$ cat src/lbpm_defines.vh
// Constants for the local bus pin mux and hold block
`ifndef LBPM_DEFINES_VH
`define LBPM_DEFINES_VH
// Peripheral configuration field codes
`define LBPM_CFG_ADDR16 3'h0
`define LBPM_CFG_GP8_A8 3'h2
`define LBPM_CFG_GP8_SSC 3'h3
`define LBPM_CFG_MUXAD 3'h4
// Field positions
`define LBPM_CFG_TOP 2
// Clock divide field codes (divide factor 2,4,8,16)
`define LBPM_DIV_2 2'h0
`define LBPM_DIV_4 2'h1
`define LBPM_DIV_8 2'h2
`define LBPM_DIV_16 2'h3
// Reset values
`define LBPM_RST_DIVCNT 4'h0
`endif

$ cat src/lbpm_clkdiv.v
// Local bus clock divider with half-period high phase
`timescale 1ns/1ps
`include "lbpm_defines.vh"
module lbpm_clkdiv (
    // Clock and reset
    input wire i_clk,
    input wire i_rst,
    // Configuration
    input wire [1:0] i_div_sel,
    // Outputs
    output wire o_local_bus_clock,
    output reg o_tick
);
    reg [3:0] cnt_r;
    reg [3:0] cnt_nxt;
    reg [3:0] top;

    // Terminal count from divide selection
    always @* begin
        case (i_div_sel)
            `LBPM_DIV_2: top = 4'h1;
            `LBPM_DIV_4: top = 4'h3;
            `LBPM_DIV_8: top = 4'h7;
            default: top = 4'hF;
        endcase
        cnt_nxt = (cnt_r >= top) ? `LBPM_RST_DIVCNT : cnt_r + 4'h1;
    end

    // Divider count and tick
    always @(posedge i_clk) begin
        if (i_rst) begin
            cnt_r <= `LBPM_RST_DIVCNT;
            o_tick <= 1'b0;
        end else begin
            cnt_r <= cnt_nxt;
            o_tick <= (cnt_nxt == 4'h0);
        end
    end

    // High phase is the low half of the tick cycle: half a period
    // Gating with the low phase avoids a glitch when the tick drops at a rising edge
    assign o_local_bus_clock = o_tick & ~i_clk;
endmodule

$ cat src/lbpm_pinmux.v
// Address and data pin multiplexer for all configurations
`timescale 1ns/1ps
`include "lbpm_defines.vh"
module lbpm_pinmux (
    // Mode selection
    input wire i_split,
    input wire [2:0] i_cfg,
    // Sources
    input wire [31:0] i_addr,
    input wire [15:0] i_wdata,
    input wire i_addr_phase,
    input wire i_drive,
    input wire i_write,
    input wire [7:0] i_gp_out,
    input wire [7:0] i_gp_oe,
    input wire [6:0] i_ssc_out,
    input wire [6:0] i_ssc_oe,
    // Pins
    output reg [15:0] o_a,
    output reg [15:0] o_a_oe,
    output reg [15:0] o_d,
    output reg [15:0] o_d_oe
);
    // Pin routing per configuration
    always @* begin
        o_a = 16'h0000;
        o_a_oe = 16'h0000;
        o_d = i_wdata;
        o_d_oe = 16'h0000;
        if (i_split) begin
            o_a = {i_addr[15:2], 2'b00};
            o_a_oe = i_drive ? 16'hFFFC : 16'h0000;
            o_d = i_addr[31:16];
            o_d_oe = i_drive ? 16'hFFFF : 16'h0000;
        end else if (i_cfg == `LBPM_CFG_MUXAD) begin
            o_d = i_addr_phase ? i_addr[15:0] : i_wdata;
            o_d_oe = (i_drive & (i_addr_phase | i_write)) ? 16'hFFFF : 16'h0000;
        end else if (i_cfg[`LBPM_CFG_TOP] == 1'b0) begin
            o_d_oe = (i_drive & i_write) ? 16'hFFFF : 16'h0000;
            if (i_cfg == `LBPM_CFG_GP8_SSC) begin
                o_a = {i_gp_out, 1'b1, i_ssc_out};
                o_a_oe = {i_gp_oe, 1'b0, i_ssc_oe};
            end else if (i_cfg == `LBPM_CFG_GP8_A8) begin
                o_a = {i_gp_out, i_addr[7:0]};
                o_a_oe = {i_gp_oe, i_drive ? 8'hFF : 8'h00};
            end else begin
                o_a = i_addr[15:0];
                o_a_oe = i_drive ? 16'hFFFF : 16'h0000;
            end
        end
    end
endmodule

$ cat src/lbpm_top.v
// Local bus interface pin mux, hold arbitration and bus cycle sequencer
// Overview of operation
// - Config 011: upper pins general port, lower pins serial control, one reserved
// - Config 010: upper pins general port, lower eight pins local address
// - Split strap high: host address bits 15 to 2 on address pins 15 to 2, low two pins undriven
// - Split mode: host address bits 31 to 16 on data pins
// - Top config bit zero: data pins form 16-bit local data bus
// - Config 100: data pins carry multiplexed address and data
// - Bus request driven low to ask for bus, high once regained
// - As arbitration master, hold status pin driven low confirms hold
// - With external arbiter, hold status high keeps device in hold
// - Read, write, upper byte strobes tri-stated unless device is master
// - Target ready input stretches current cycle with wait states
// - Address latch strobe tri-stated when unused, e.g. split mode
// - Peripheral select asserted during local bus accesses
// - Config 000: all sixteen address pins form local address bus
// - Local clock is divided system clock, high phase half a period
`timescale 1ns/1ps
`include "lbpm_defines.vh"
module lbpm_top (
    // Clock and reset
    input wire I_MCLK,
    input wire I_RST,
    // Configuration
    input wire I_SPLIT_BUS_STRAP,
    input wire [2:0] I_PERIPHERAL_CONFIG_FIELD,
    input wire [1:0] I_CLOCK_DIVIDE_FIELD,
    input wire I_ARBITER_MASTER_ENABLE,
    input wire I_READY_ACTIVE_HIGH,
    // Access request
    input wire I_REQ,
    input wire I_REQ_WRITE,
    input wire I_REQ_UPPER,
    input wire [31:0] I_REQ_ADDR,
    input wire [15:0] I_REQ_WDATA,
    output wire O_REQ_READY,
    output reg O_DONE,
    output reg [15:0] O_RDATA,
    // General port and serial control sources
    input wire [7:0] I_GP_OUT,
    input wire [7:0] I_GP_OE,
    input wire [6:0] I_SSC_OUT,
    input wire [6:0] I_SSC_OE,
    output wire [7:0] O_GP_IN,
    output wire [6:0] O_SSC_IN,
    // Address and data pins
    input wire [15:0] I_LA,
    output wire [15:0] O_LA,
    output wire [15:0] O_LA_OE,
    input wire [15:0] I_LD,
    output wire [15:0] O_LD,
    output wire [15:0] O_LD_OE,
    // Arbitration pins
    input wire I_HOLD_REQUEST_IN,
    output reg O_BUS_REQUEST_OUT,
    input wire I_HOLD_STATUS_PIN,
    output wire O_HOLD_STATUS_PIN,
    output wire O_HOLD_STATUS_PIN_OE,
    output wire O_IN_HOLD,
    // Strobes
    input wire I_WAIT_READY_IN,
    output wire O_PERIPHERAL_SELECT_OUT_N,
    output wire O_ADDR_LATCH_STROBE,
    output wire O_ADDR_LATCH_STROBE_OE,
    output wire O_READ_STROBE_N,
    output wire O_READ_STROBE_N_OE,
    output wire O_WRITE_STROBE_N,
    output wire O_WRITE_STROBE_N_OE,
    output wire O_UPPER_BYTE_ENABLE_N,
    output wire O_UPPER_BYTE_ENABLE_N_OE,
    output wire O_LOCAL_BUS_CLOCK
);
    // Bus cycle states, one-hot
    localparam [4:0] ST_IDLE = 5'h01;
    localparam [4:0] ST_ADDR = 5'h02;
    localparam [4:0] ST_STRB = 5'h04;
    localparam [4:0] ST_DONE = 5'h08;
    localparam [4:0] ST_HOLD = 5'h10;

    reg [4:0] state_r;
    reg [4:0] state_nxt;
    reg master_r;
    reg [31:0] addr_r;
    reg [15:0] wdata_r;
    reg write_r;
    reg upper_r;
    reg ale_r;
    reg rd_r;
    reg wr_r;
    reg cs_r;
    reg breq_wait_r;
    wire tick;
    wire hold_ask;
    wire wait_req;
    wire muxed;

    // Divided local clock; all bus steps advance on its tick
    lbpm_clkdiv u_clkdiv (
        .i_clk(I_MCLK),
        .i_rst(I_RST),
        .i_div_sel(I_CLOCK_DIVIDE_FIELD),
        .o_local_bus_clock(O_LOCAL_BUS_CLOCK),
        .o_tick(tick)
    );

    // Hold asked by request low, or by external arbiter holding status high
    assign hold_ask = ~I_HOLD_REQUEST_IN | (~I_ARBITER_MASTER_ENABLE & I_HOLD_STATUS_PIN);
    // Ready polarity is configurable since targets differ
    assign wait_req = I_READY_ACTIVE_HIGH ? I_WAIT_READY_IN : ~I_WAIT_READY_IN;
    assign muxed = ~I_SPLIT_BUS_STRAP & (I_PERIPHERAL_CONFIG_FIELD == `LBPM_CFG_MUXAD);
    assign O_REQ_READY = (state_r == ST_IDLE) & tick & ~hold_ask;

    // Next state of the bus cycle sequencer
    always @* begin
        state_nxt = state_r;
        case (state_r)
            ST_IDLE: begin
                if (hold_ask & tick) begin
                    state_nxt = ST_HOLD;
                end else if (I_REQ & O_REQ_READY) begin
                    state_nxt = ST_ADDR;
                end
            end
            ST_ADDR: begin
                if (tick) begin
                    state_nxt = ST_STRB;
                end
            end
            ST_STRB: begin
                if (tick & ~wait_req) begin
                    state_nxt = ST_DONE;
                end
            end
            ST_DONE: begin
                if (tick) begin
                    state_nxt = ST_IDLE;
                end
            end
            ST_HOLD: begin
                if (~hold_ask & tick) begin
                    state_nxt = ST_IDLE;
                end
            end
            default: state_nxt = ST_IDLE;
        endcase
    end

    // Sequencer registers and strobes
    always @(posedge I_MCLK) begin
        if (I_RST) begin
            state_r <= ST_IDLE;
            master_r <= 1'b1;
            addr_r <= 32'h00000000;
            wdata_r <= 16'h0000;
            write_r <= 1'b0;
            upper_r <= 1'b0;
            ale_r <= 1'b0;
            rd_r <= 1'b0;
            wr_r <= 1'b0;
            cs_r <= 1'b0;
            O_DONE <= 1'b0;
            O_RDATA <= 16'h0000;
            O_BUS_REQUEST_OUT <= 1'b1;
            breq_wait_r <= 1'b0;
        end else begin
            state_r <= state_nxt;
            O_DONE <= 1'b0;
            master_r <= (state_nxt != ST_HOLD);
            if (state_r == ST_IDLE && state_nxt == ST_ADDR) begin
                addr_r <= I_REQ_ADDR;
                wdata_r <= I_REQ_WDATA;
                write_r <= I_REQ_WRITE;
                upper_r <= I_REQ_UPPER;
            end
            ale_r <= (state_nxt == ST_ADDR) & muxed & ~I_SPLIT_BUS_STRAP;
            cs_r <= (state_nxt == ST_ADDR) | (state_nxt == ST_STRB);
            rd_r <= (state_nxt == ST_STRB) & ~write_r;
            wr_r <= (state_nxt == ST_STRB) & write_r;
            if (state_r == ST_STRB && state_nxt == ST_DONE) begin
                O_RDATA <= I_LD;
                O_DONE <= 1'b1;
            end
            // Request the bus while held with work pending, release once regained
            if (state_r == ST_HOLD && I_REQ && !breq_wait_r) begin
                O_BUS_REQUEST_OUT <= 1'b0;
                breq_wait_r <= 1'b1;
            end else if (breq_wait_r && state_r != ST_HOLD) begin
                O_BUS_REQUEST_OUT <= 1'b1;
                breq_wait_r <= 1'b0;
            end
        end
    end

    // Address, data and shared pin routing
    lbpm_pinmux u_pinmux (
        .i_split(I_SPLIT_BUS_STRAP),
        .i_cfg(I_PERIPHERAL_CONFIG_FIELD),
        .i_addr(addr_r),
        .i_wdata(wdata_r),
        .i_addr_phase(state_r == ST_ADDR),
        .i_drive(master_r & (state_r != ST_IDLE)),
        .i_write(write_r),
        .i_gp_out(I_GP_OUT),
        .i_gp_oe(I_GP_OE),
        .i_ssc_out(I_SSC_OUT),
        .i_ssc_oe(I_SSC_OE),
        .o_a(O_LA),
        .o_a_oe(O_LA_OE),
        .o_d(O_LD),
        .o_d_oe(O_LD_OE)
    );
    assign O_GP_IN = I_LA[15:8];
    assign O_SSC_IN = I_LA[6:0];

    // Hold status driven low as master while in hold, else input only
    assign O_HOLD_STATUS_PIN = ~(state_r == ST_HOLD);
    assign O_HOLD_STATUS_PIN_OE = I_ARBITER_MASTER_ENABLE;
    assign O_IN_HOLD = ~master_r;

    // Strobes float unless master; latch strobe floats in split mode
    assign O_PERIPHERAL_SELECT_OUT_N = ~cs_r;
    assign O_ADDR_LATCH_STROBE = ale_r;
    assign O_ADDR_LATCH_STROBE_OE = master_r & muxed;
    assign O_READ_STROBE_N = ~rd_r;
    assign O_READ_STROBE_N_OE = master_r;
    assign O_WRITE_STROBE_N = ~wr_r;
    assign O_WRITE_STROBE_N_OE = master_r;
    assign O_UPPER_BYTE_ENABLE_N = ~upper_r;
    assign O_UPPER_BYTE_ENABLE_N_OE = master_r;
endmodule

$ cat config.mk
export PLATFORM = sky130hd
export DESIGN_NAME = lbpm_top
export DESIGN_NICKNAME = d
export VERILOG_FILES = /design/src/lbpm_clkdiv.v /design/src/lbpm_pinmux.v /design/src/lbpm_top.v
export VERILOG_INCLUDE_DIRS = /design/src
export SDC_FILE = /design/constraint.sdc
export NUM_CORES = 1
export LEC_CHECK = 0
export ABC_AREA = 1
export BUFFER_PORTS_ARGS = -buffer_cell sky130_fd_sc_hd__buf_2
export CAP_MARGIN = 40
export CORE_ASPECT_RATIO = 1.25
export CORE_MARGIN = 2
export CORE_UTILIZATION = 40
export CTS_BUF_LIST = sky130_fd_sc_hd__clkbuf_8
export DETAILED_ROUTE_END_ITERATION = 10
export PLACE_DENSITY = 0.72
export SYNTH_ARGS = -nofsm -noshare
export SYNTH_HDL_FRONTEND = slang
export SYNTH_HIERARCHICAL = 1
export SYNTH_SLANG_ARGS = --single-unit
$ cat constraint.sdc
create_clock -name I_MCLK -period 3 [get_ports I_MCLK]
set_input_delay 0.3 -clock I_MCLK [delete_from_list [all_inputs] [get_ports I_MCLK]]
set_output_delay 0.3 -clock I_MCLK [all_outputs]
set_load 0.005 [all_outputs]
Yosys cells after proc, flatten, opt, wreduce, memory -nomap -nowiden
Cells that the tools add are included.
{ "word_totals": {"wordCells": 113, "regBits": 84} }
{ "op_classes": {"n_bitwise": 34, "addsub": 1, "n_eq_ne": 16, "reduce_logical": 9, "muxes": 36, "order_cmp": 1} }
{ "ops": {"columns": ["cell", "n"], "rows": [
  ["16-bit two-way mux", 20],
  ["5-bit two-way mux", 6],
  ["5-bit case mux with 5 select lines", 1],
  ["1-bit bitwise AND", 17],
  ["1-bit inverter", 14],
  ["4-bit case mux with 3 select lines", 1],
  ["5-bit by 2-bit equality test with 1-bit output (second input constant)", 2],
  ["5-bit by 3-bit equality test with 1-bit output (second input constant)", 2],
  ["5-bit by 4-bit equality test with 1-bit output (second input constant)", 2],
  ["5-bit inequality test (second input constant)", 2],
  ["8-bit two-way mux", 1],
  ["3-bit by 2-bit equality test with 1-bit output (second input constant)", 2],
  ["1-bit two-way mux", 6],
  ["5-bit by 1-bit equality test with 1-bit output (second input constant)", 1],
  ["5-bit equality test (second input constant)", 1],
  ["1-bit logical AND", 5],
  ["5-bit by 1-bit inequality test with 1-bit output (second input constant)", 1],
  ["4-bit by 1-bit adder with 4-bit output (second input constant)", 1],
  ["4-bit >= comparator", 1],
  ["4-bit logical NOT", 1],
  ["4-bit two-way mux", 1],
  ["3-bit equality test (second input constant)", 1],
  ["1-bit OR", 3],
  ["2-bit by 1-bit equality test with 1-bit output (second input constant)", 1],
  ["other kinds (4)", 4]
]} }

Longest topological paths before layout
Gate-level depths: netlist of the first run.
{ "depth": {"ltp_word": 12, "ltp_mapped": 11, "depth_no_buf": 10} }

Modules after synthesis
Netlist of the first run, hierarchy kept.
{ "by_module_without_submodules": {"columns": ["mod", "seq_area_each_um2", "n_inst", "cells_each", "area_each_um2"], "rows": [
  ["lbpm_top", 1581.5, 1, 396, 3060.4],
  ["lbpm_pinmux", 0.0, 1, 251, 1236.2],
  ["lbpm_clkdiv", 100.1, 1, 47, 310.3]
]} }

==> impl_metrics.py, run 1 <==
metrics = {
    "cts": {
        "path_clk_slew_ns": 0.08,
        "cts_tree": "built",
        "clk_latency_ns": 0.46,
    },
    "power": {
        "powerDensity_nw_per_um2": 483,
        "vdd_drop_max_v": 0.000461,
        "p_leak_uw": 0.00287,
    },
    "floorplan": {
        "fp.dieW_um": 100,
        "initial_utilization_pct": 41.2,
        "row_count": 43,
        "core_um2": 11200,
        "io_pins": 237,
        "dieArea_um2": 12400,
        "die_height_um": 124,
    },
    "route": {
        "vias_per_cell": 4.85,
        "vias": 4808,
        "ant_nets": 0,
        "routed_wl_um": 13800,
        "drtPass1Iterations": 4,
        "drc": 0,
        "first_iter_violations": 222,
        "routedWlPerCell_um": 14.0,
    },
    "logic_synthesis": {
        "synth_edf_count": 0,
        "synth_area_leaders": "dfxtp_1 37%, nor2_1 15%, o21ai_0 10%",
        "synth.avg_cell_area_um2": 6.64,
        "yosysWarnings": 6,
        "yosysMostFrequentCell": "nor2_1",
        "yosysUniqueCellTypes": 32,
        "synth_flop_cell": "dfxtp_1",
        "synthesis.nets": 824,
        "yosysTopAreaCellShare_pct": 36.5,
        "async_flop_share_pct": 0,
        "synth_cells": 694,
        "yosys-top-cells-count": "184 x nor2_1, 95 x o21ai_0, 90 x nand2_1",
        "ys_seq_area_share_pct": 36.5,
        "synth_area_leader_cell": "dfxtp_1",
        "synth.cell_area_um2": 4610,
        "synth-seq-cells": 84,
    },
    "worst_hold_path": {
        "hold_path_end": "O_RDATA[9]",
        "hold_depth": 3,
        "min-delay-start": "I_LD[9]",
        "min_path_type": "input pin to register",
    },
    "timing": {
        "max_freq_mhz": 372,
        "period_share_pct": 89.5,
        "min_period_ns": 2.69,
        "finClkSkew_ns": 0.00880,
        "setup_viol": 0,
        "finalHoldViolCount": 0,
        "rsz0062_at_grt": "false",
        "maxSlewHeadroom_pct": 52.5,
        "setup_tns_ns": 0,
        "drv_slew": 0,
        "worstMarginPinSlew_ns": 0.712,
    },
    "grt": {
        "grt_pass1_vias": 4577,
        "grt_max_degree": 51,
        "grt_overflow": 0,
        "grt_util_all_layers_pct": 22.3,
        "antenna_found_initial": 5,
        "grt_pass1_wl_um": 21500,
    },
    "setup_path": {
        "path_cells": "nor2_4 > nand3_1 > inv_1 > nand3_4 > nand2_1 > nand3_1 > nand2_1 > buf_2",
        "crit_path_max_incr_delay_ns": 0.52,
        "r2r_start": "state_r[1]",
        "cp.required_ns": 2.70,
        "start_kind": "register",
        "criticalPathCategory": "register to output port",
        "crit_fanout": 19,
        "path_buf_inv": 2,
        "regToRegSetupSlack_ns": 1.23,
        "timing.rr.end": "addr_r[29]",
        "slowest_stage": "inv_1",
        "crit_family": "simple AND/OR/NAND/NOR gates",
        "worstPathArrival_ns": 2.39,
        "cp-end-kind": "output port",
        "r2r_cells": 7,
    },
    "placement": {
        "gp_congestion": 0.849,
        "dpl.hpwl_um": 10400,
        "portBuffers": 205,
    },
    "final_layout": {
        "syn2layout_area_growth_pct": 22.4,
        "final_layout_size_suffix_gt1_share_pct": 29.5,
        "final_util_pct": 50.4,
        "fin_nets": 978,
    },
    "flow_run": {
        "cap_violations": 0,
    },
    "run_status": {
        "status": "complete, no violations",
    },
}
-- state kept, by name (all words and copies together), names as in the netlist --
signal	count
u_clkdiv/o_tick	1
O_RDATA	16
O_READ_STROBE_N_OE	1
upper_r	1
wdata_r	16
breq_wait_r	1
O_BUS_REQUEST_OUT	1
u_clkdiv/cnt_r	4
wr_r	1
O_DONE	1
state_r	5
cs_r	1
addr_r	32
write_r	1
O_ADDR_LATCH_STROBE	1
rd_r	1
-- area by class of cell --
| cell class | instances | area [um2] |
|---|---|---|
| Fill cell | 1200 | 5550 |
| Multi-Input combinational cell | 469 | 2170 |
| Sequential cell | 84 | 1680 |
| Timing Repair Buffer | 206 | 1040 |
| Inverter | 74 | 282 |
| Clock buffer | 14 | 184 |
| Tap cell | 135 | 169 |
| Clock inverter | 5 | 101 |
| Antenna cell | 4 | 10.0 |
-- kinds of logic after synthesis --
| group | count (synthesis) | synth area share (%) |
|---|---|---|
| buffers and inverters | 141 | 16.4 |
| and+or+nand+nor | 348 | 32.9 |
| AOI/OAI and AO/OA | 117 | 13.1 |
| DFF | 84 | 36.5 |
| adders and majority gates | 4 | 1.09 |
-- report_power, final --
part,leakage [uW],switching (uW),internal [uW]
combinational,0.00205,269,194
clock,0.000149,426,655
sequential,0.000679,28.4,1150
total,0.00287,723,2000
-- worst max path at each step --
| stage | depth (start not counted) | from | end |
|---|---|---|---|
| finish | 8 | state_r[3] | O_LD[0] |
| global route | 9 | state_r[1] | O_LD[1] |
| CTS | 11 | state_r[1] | O_LD_OE[9] |
| detailed placement | 11 | state_r[3] | O_LD_OE[5] |
| global placement | 11 | state_r[3] | O_LD_OE[9] |
| floorplan | 11 | state_r[3] | O_LD_OE[10] |
-- cells in the final DEF, fill, tap and decap left out, types with 4 or more instances in the layout --
| cell type | instances |
|---|---|
| a21oi_1 | 15 |
| buf_2 | 205 |
| clkbuf_8 | 13 |
| dfxtp_1 | 84 |
| diode_2 | 4 |
| ha_1 | 4 |
| inv_1 | 70 |
| nand2_1 | 89 |
| nand2_2 | 6 |
| nand3_1 | 32 |
| nand4_1 | 18 |
| nor2_1 | 184 |
| nor2_4 | 6 |
| o21ai_0 | 95 |
-- worst reg2reg max path: stages (launching register included) --
cell and delay (ns):
dfxtp_1 0.38, inv_1 0.07, nand2_1 0.11, nor2_4 0.07, nand3_4 0.12, clkinv_2 0.54
nor2_1 0.31, nor2_1 0.07
-- metal layers --
metal  track usage [%]  up-vias  wire length, um
li1                  -     2474                -
met1              23.7     2109             5420
met2              38.4      190             6720
met3              6.62       35             1190
met4              14.6        0              505
met5                 0        -                0
-- metrics by stage --
stage	hold WS [ns]	power [uW]	instance area (um2)	cells	setup WS [ns]
6_report	0.0583	2720	5640	991	0.315
5_1_grt	0.0447	2860	5640	991	0.0552
4_1_cts	0.0403	2750	5620	987	0.182
3_5_place_dp	0.429	1670	5340	969	0.693
3_3_place_gp	0.429	1660	5340	969	0.749
2_1_floorplan	0.331	1520	4610	694	1.03
-- what timing repair did --
action | 4_1_cts | 5_1_grt
gates resized for setup | 0 | 1
hold buffers | 0 | 0
buffers inserted | 0 | 0
endpoints found under the setup margin | 0 | 16
Power figures use the tool's default switching activity.
==> run 2: changes to the inputs <==
--- a/config.mk
+++ b/config.mk
@@ -6,7 +6,7 @@
 export SDC_FILE = /design/constraint.sdc
 export NUM_CORES = 1
 export LEC_CHECK = 0
-export ABC_AREA = 1
+export ABC_AREA = 0
 export BUFFER_PORTS_ARGS = -buffer_cell sky130_fd_sc_hd__buf_2
 export CAP_MARGIN = 40
 export CORE_ASPECT_RATIO = 1.25
==> run 2 against run 1 <==
  * Combinational power is 13% higher
  * Hold slack improved by 0.0077 ns
  * Sequential share of layout area fell by 0.15 points
  * Design area up 0.51%
  * First-iteration DRC count increased by 42%
  * Largest power group unchanged
  * Setup slack lost 0.095 ns
  * Largest cell class unchanged
  * Register-to-register slack got worse by 0.28 ns
  * Clock-buffer cell count increased by 2
  * Critical endpoint is now O_LD[4]
  * Core utilization down 1.1 points
==> impl_metrics.py, run 2 <==
metrics = {
    "setup_path": {
        "criticalPathCategory": "register to output port",
        "start_kind": "register",
        "cp-end-kind": "output port",
        "cp.required_ns": 2.70,
        "crit_fanout": 16,
        "worstPathArrival_ns": 2.48,
    },
    "floorplan": {
        "fp.dieW_um": 100,
        "row_count": 44,
        "core_um2": 11500,
        "initial_utilization_pct": 40.5,
        "io_pins": 237,
        "dieArea_um2": 12500,
        "die_height_um": 125,
    },
    "cts": {
        "path_clk_slew_ns": 0.08,
        "cts_tree": "built",
        "clk_latency_ns": 0.46,
        "post-cts-setup-buffers": 0,
        "ctsHoldBuffers": 0,
    },
    "logic_synthesis": {
        "async_flop_share_pct": 0,
        "synth-seq-cells": 84,
        "synth_edf_count": 0,
        "ys_seq_area_share_pct": 36.1,
        "yosysTopAreaCellShare_pct": 36.1,
        "synth-adder-area-share_pct": 1.07,
        "synth_top_family_by_area": "compound AO/OA/AOI/OAI gates",
        "synthesis.nets": 716,
        "synth_compound_area_share_pct": 22.1,
        "yosysMostFrequentCell": "dfxtp_1",
        "synth_flop_cell": "dfxtp_1",
        "synth.area.mux_share_pct": 7.31,
        "synth-xor-area-share_pct": 1.13,
        "synth_area_leaders": "dfxtp_1 36%, mux2i_1 7.3%, a21oi_1 7.0%",
        "synth_area_leader_cell": "dfxtp_1",
        "synth_cells": 586,
        "synth-simple-area-share_pct": 19.6,
        "synth.cell_area_um2": 4660,
        "synth.avg_cell_area_um2": 7.94,
        "yosysWarnings": 6,
        "yosys-top-cells-count": "84 x dfxtp_1, 65 x a21oi_1, 56 x nand3_1",
        "yosysUniqueCellTypes": 57,
    },
    "grt": {
        "grt_max_degree": 51,
        "grt_pass1_wl_um": 21800,
        "grt_pass1_vias": 4325,
        "grt_overflow": 0,
        "grt_util_all_layers_pct": 22.1,
        "antenna_found_initial": 0,
    },
    "timing": {
        "setup_tns_ns": 0,
        "maxSlewHeadroom_pct": 59.0,
        "finClkSkew_ns": 0.00854,
        "period_share_pct": 92.7,
        "drv_slew": 0,
        "worstMarginPinSlew_ns": 0.615,
        "setup_viol": 0,
        "finalHoldViolCount": 0,
        "min_period_ns": 2.78,
        "max_freq_mhz": 360,
        "rsz0062_at_grt": "false",
    },
    "final_layout": {
        "syn2layout_area_growth_pct": 21.7,
        "fin_cells": 874,
        "fin_nets": 861,
        "largest-register": "addr_r",
        "seqCellArea_um2": 1680,
        "largest_reg_flops": 32,
        "final_layout_size_suffix_gt1_share_pct": 34.0,
        "layout_commonest_cell": "buf_2",
        "num_antenna_cells": 0,
        "final_cell_mix": "205 x buf_2, 84 x dfxtp_1, 65 x a21oi_1",
        "reg_top3": "addr_r x32, O_RDATA x16, wdata_r x16",
        "nFillCells": 1175,
        "multi_input_area_um2": 2390,
    },
    "flow_run": {
        "cap_violations": 0,
    },
    "route": {
        "drtPass1Iterations": 4,
        "vias": 4752,
        "routedWlPerCell_um": 15.9,
        "ant_nets": 0,
        "first_iter_violations": 316,
        "vias_per_cell": 5.44,
        "drc": 0,
        "routed_wl_um": 13900,
    },
    "power": {
        "p_leak_uw": 0.00262,
        "powerDensity_nw_per_um2": 474,
        "vdd_drop_max_v": 0.000313,
    },
    "run_status": {
        "status": "complete, no violations",
    },
    "placement": {
        "dp_cells": 855,
        "portBuffers": 205,
        "dpl.hpwl_um": 10100,
        "gp_congestion": 0.880,
    },
    "worst_hold_path": {
        "min_path_type": "input pin to register",
    },
}
[run 2: layout make-up]
type	instances	area share [%]
Clock inverter	4	0.972
Multi-Input combinational cell	402	42.2
Clock buffer	16	3.73
Timing Repair Buffer	214	19.3
Tap cell	138	3.05
Inverter	16	1.06
Sequential cell	84	29.7
[run 2: critical path, cell delays in order, from the launching register on]
cell      delay, ns
dfxtp_1        0.54
nand3_1        0.30
inv_1          0.16
and4bb_1       0.20
buf_4          0.28
mux2i_1        0.27
o21ai_0        0.11
buf_2          0.14
[run 2: stage by stage]
| step | total power, uW | cell area, um2 | setup WS (ns) | utilization (%) | hold WS (ns) |
|---|---|---|---|---|---|
| after floorplan | 1570 | 4660 | 1.09 | - | 0.330 |
| after detailed placement | 1740 | 5400 | 0.660 | 47.0 | 0.428 |
| after global placement | 1730 | 5400 | 0.688 | 47.0 | 0.428 |
| after global routing | 2830 | 5670 | 0.0250 | 49.2 | 0.0514 |
| after CTS | 2710 | 5660 | 0.151 | 49.2 | 0.0564 |
| final | 2680 | 5670 | 0.220 | 49.2 | 0.0661 |
[run 2: report_power, final]
| part | switching, uW | internal [uW] |
|---|---|---|
| sequential | 40.0 | 1140 |
| clock | 433 | 545 |
| combinational | 290 | 231 |
[run 2: layer usage]
metal  part of all wire [%]  up-vias  routed length (um)  track usage [%]
met5                      0        -                   0                0
met4                    3.6        0                 500             12.1
met3                    6.7       39                 939             4.32
met2                     49      193                6820             36.6
met1                     41     2199                5660             26.5
li1                       -     2321                   -                -
[run 2: final timing paths]
check	startpoint	to	slack, ns	cells after the start
worst max-delay path	state_r[1]	O_LD[4]	0.22	7
worst min-delay path	I_LD[4]	O_RDATA[4]	0.07	3
worst max register to register	state_r[0]	addr_r[11]	0.95	6
worst min register to register	addr_r[23]	addr_r[23]	0.48	2
[run 2: cell families (layout without fill, tap and decap cells)]
kind of cell / after synthesis / count (layout)
compound gates: 183 / 183
simple gates: 175 / 175
buf+inv: 100 / 250
flops: 84 / 84
xor+xnor: 6 / 6
mux: 34 / 34
fa+ha+maj: 4 / 4
[run 2: timing repair]
action | in CTS | in global routing
endpoints found under the setup margin | 0 | 16
gates resized for setup | 0 | 1
hold endpoints to repair | 0 | 0
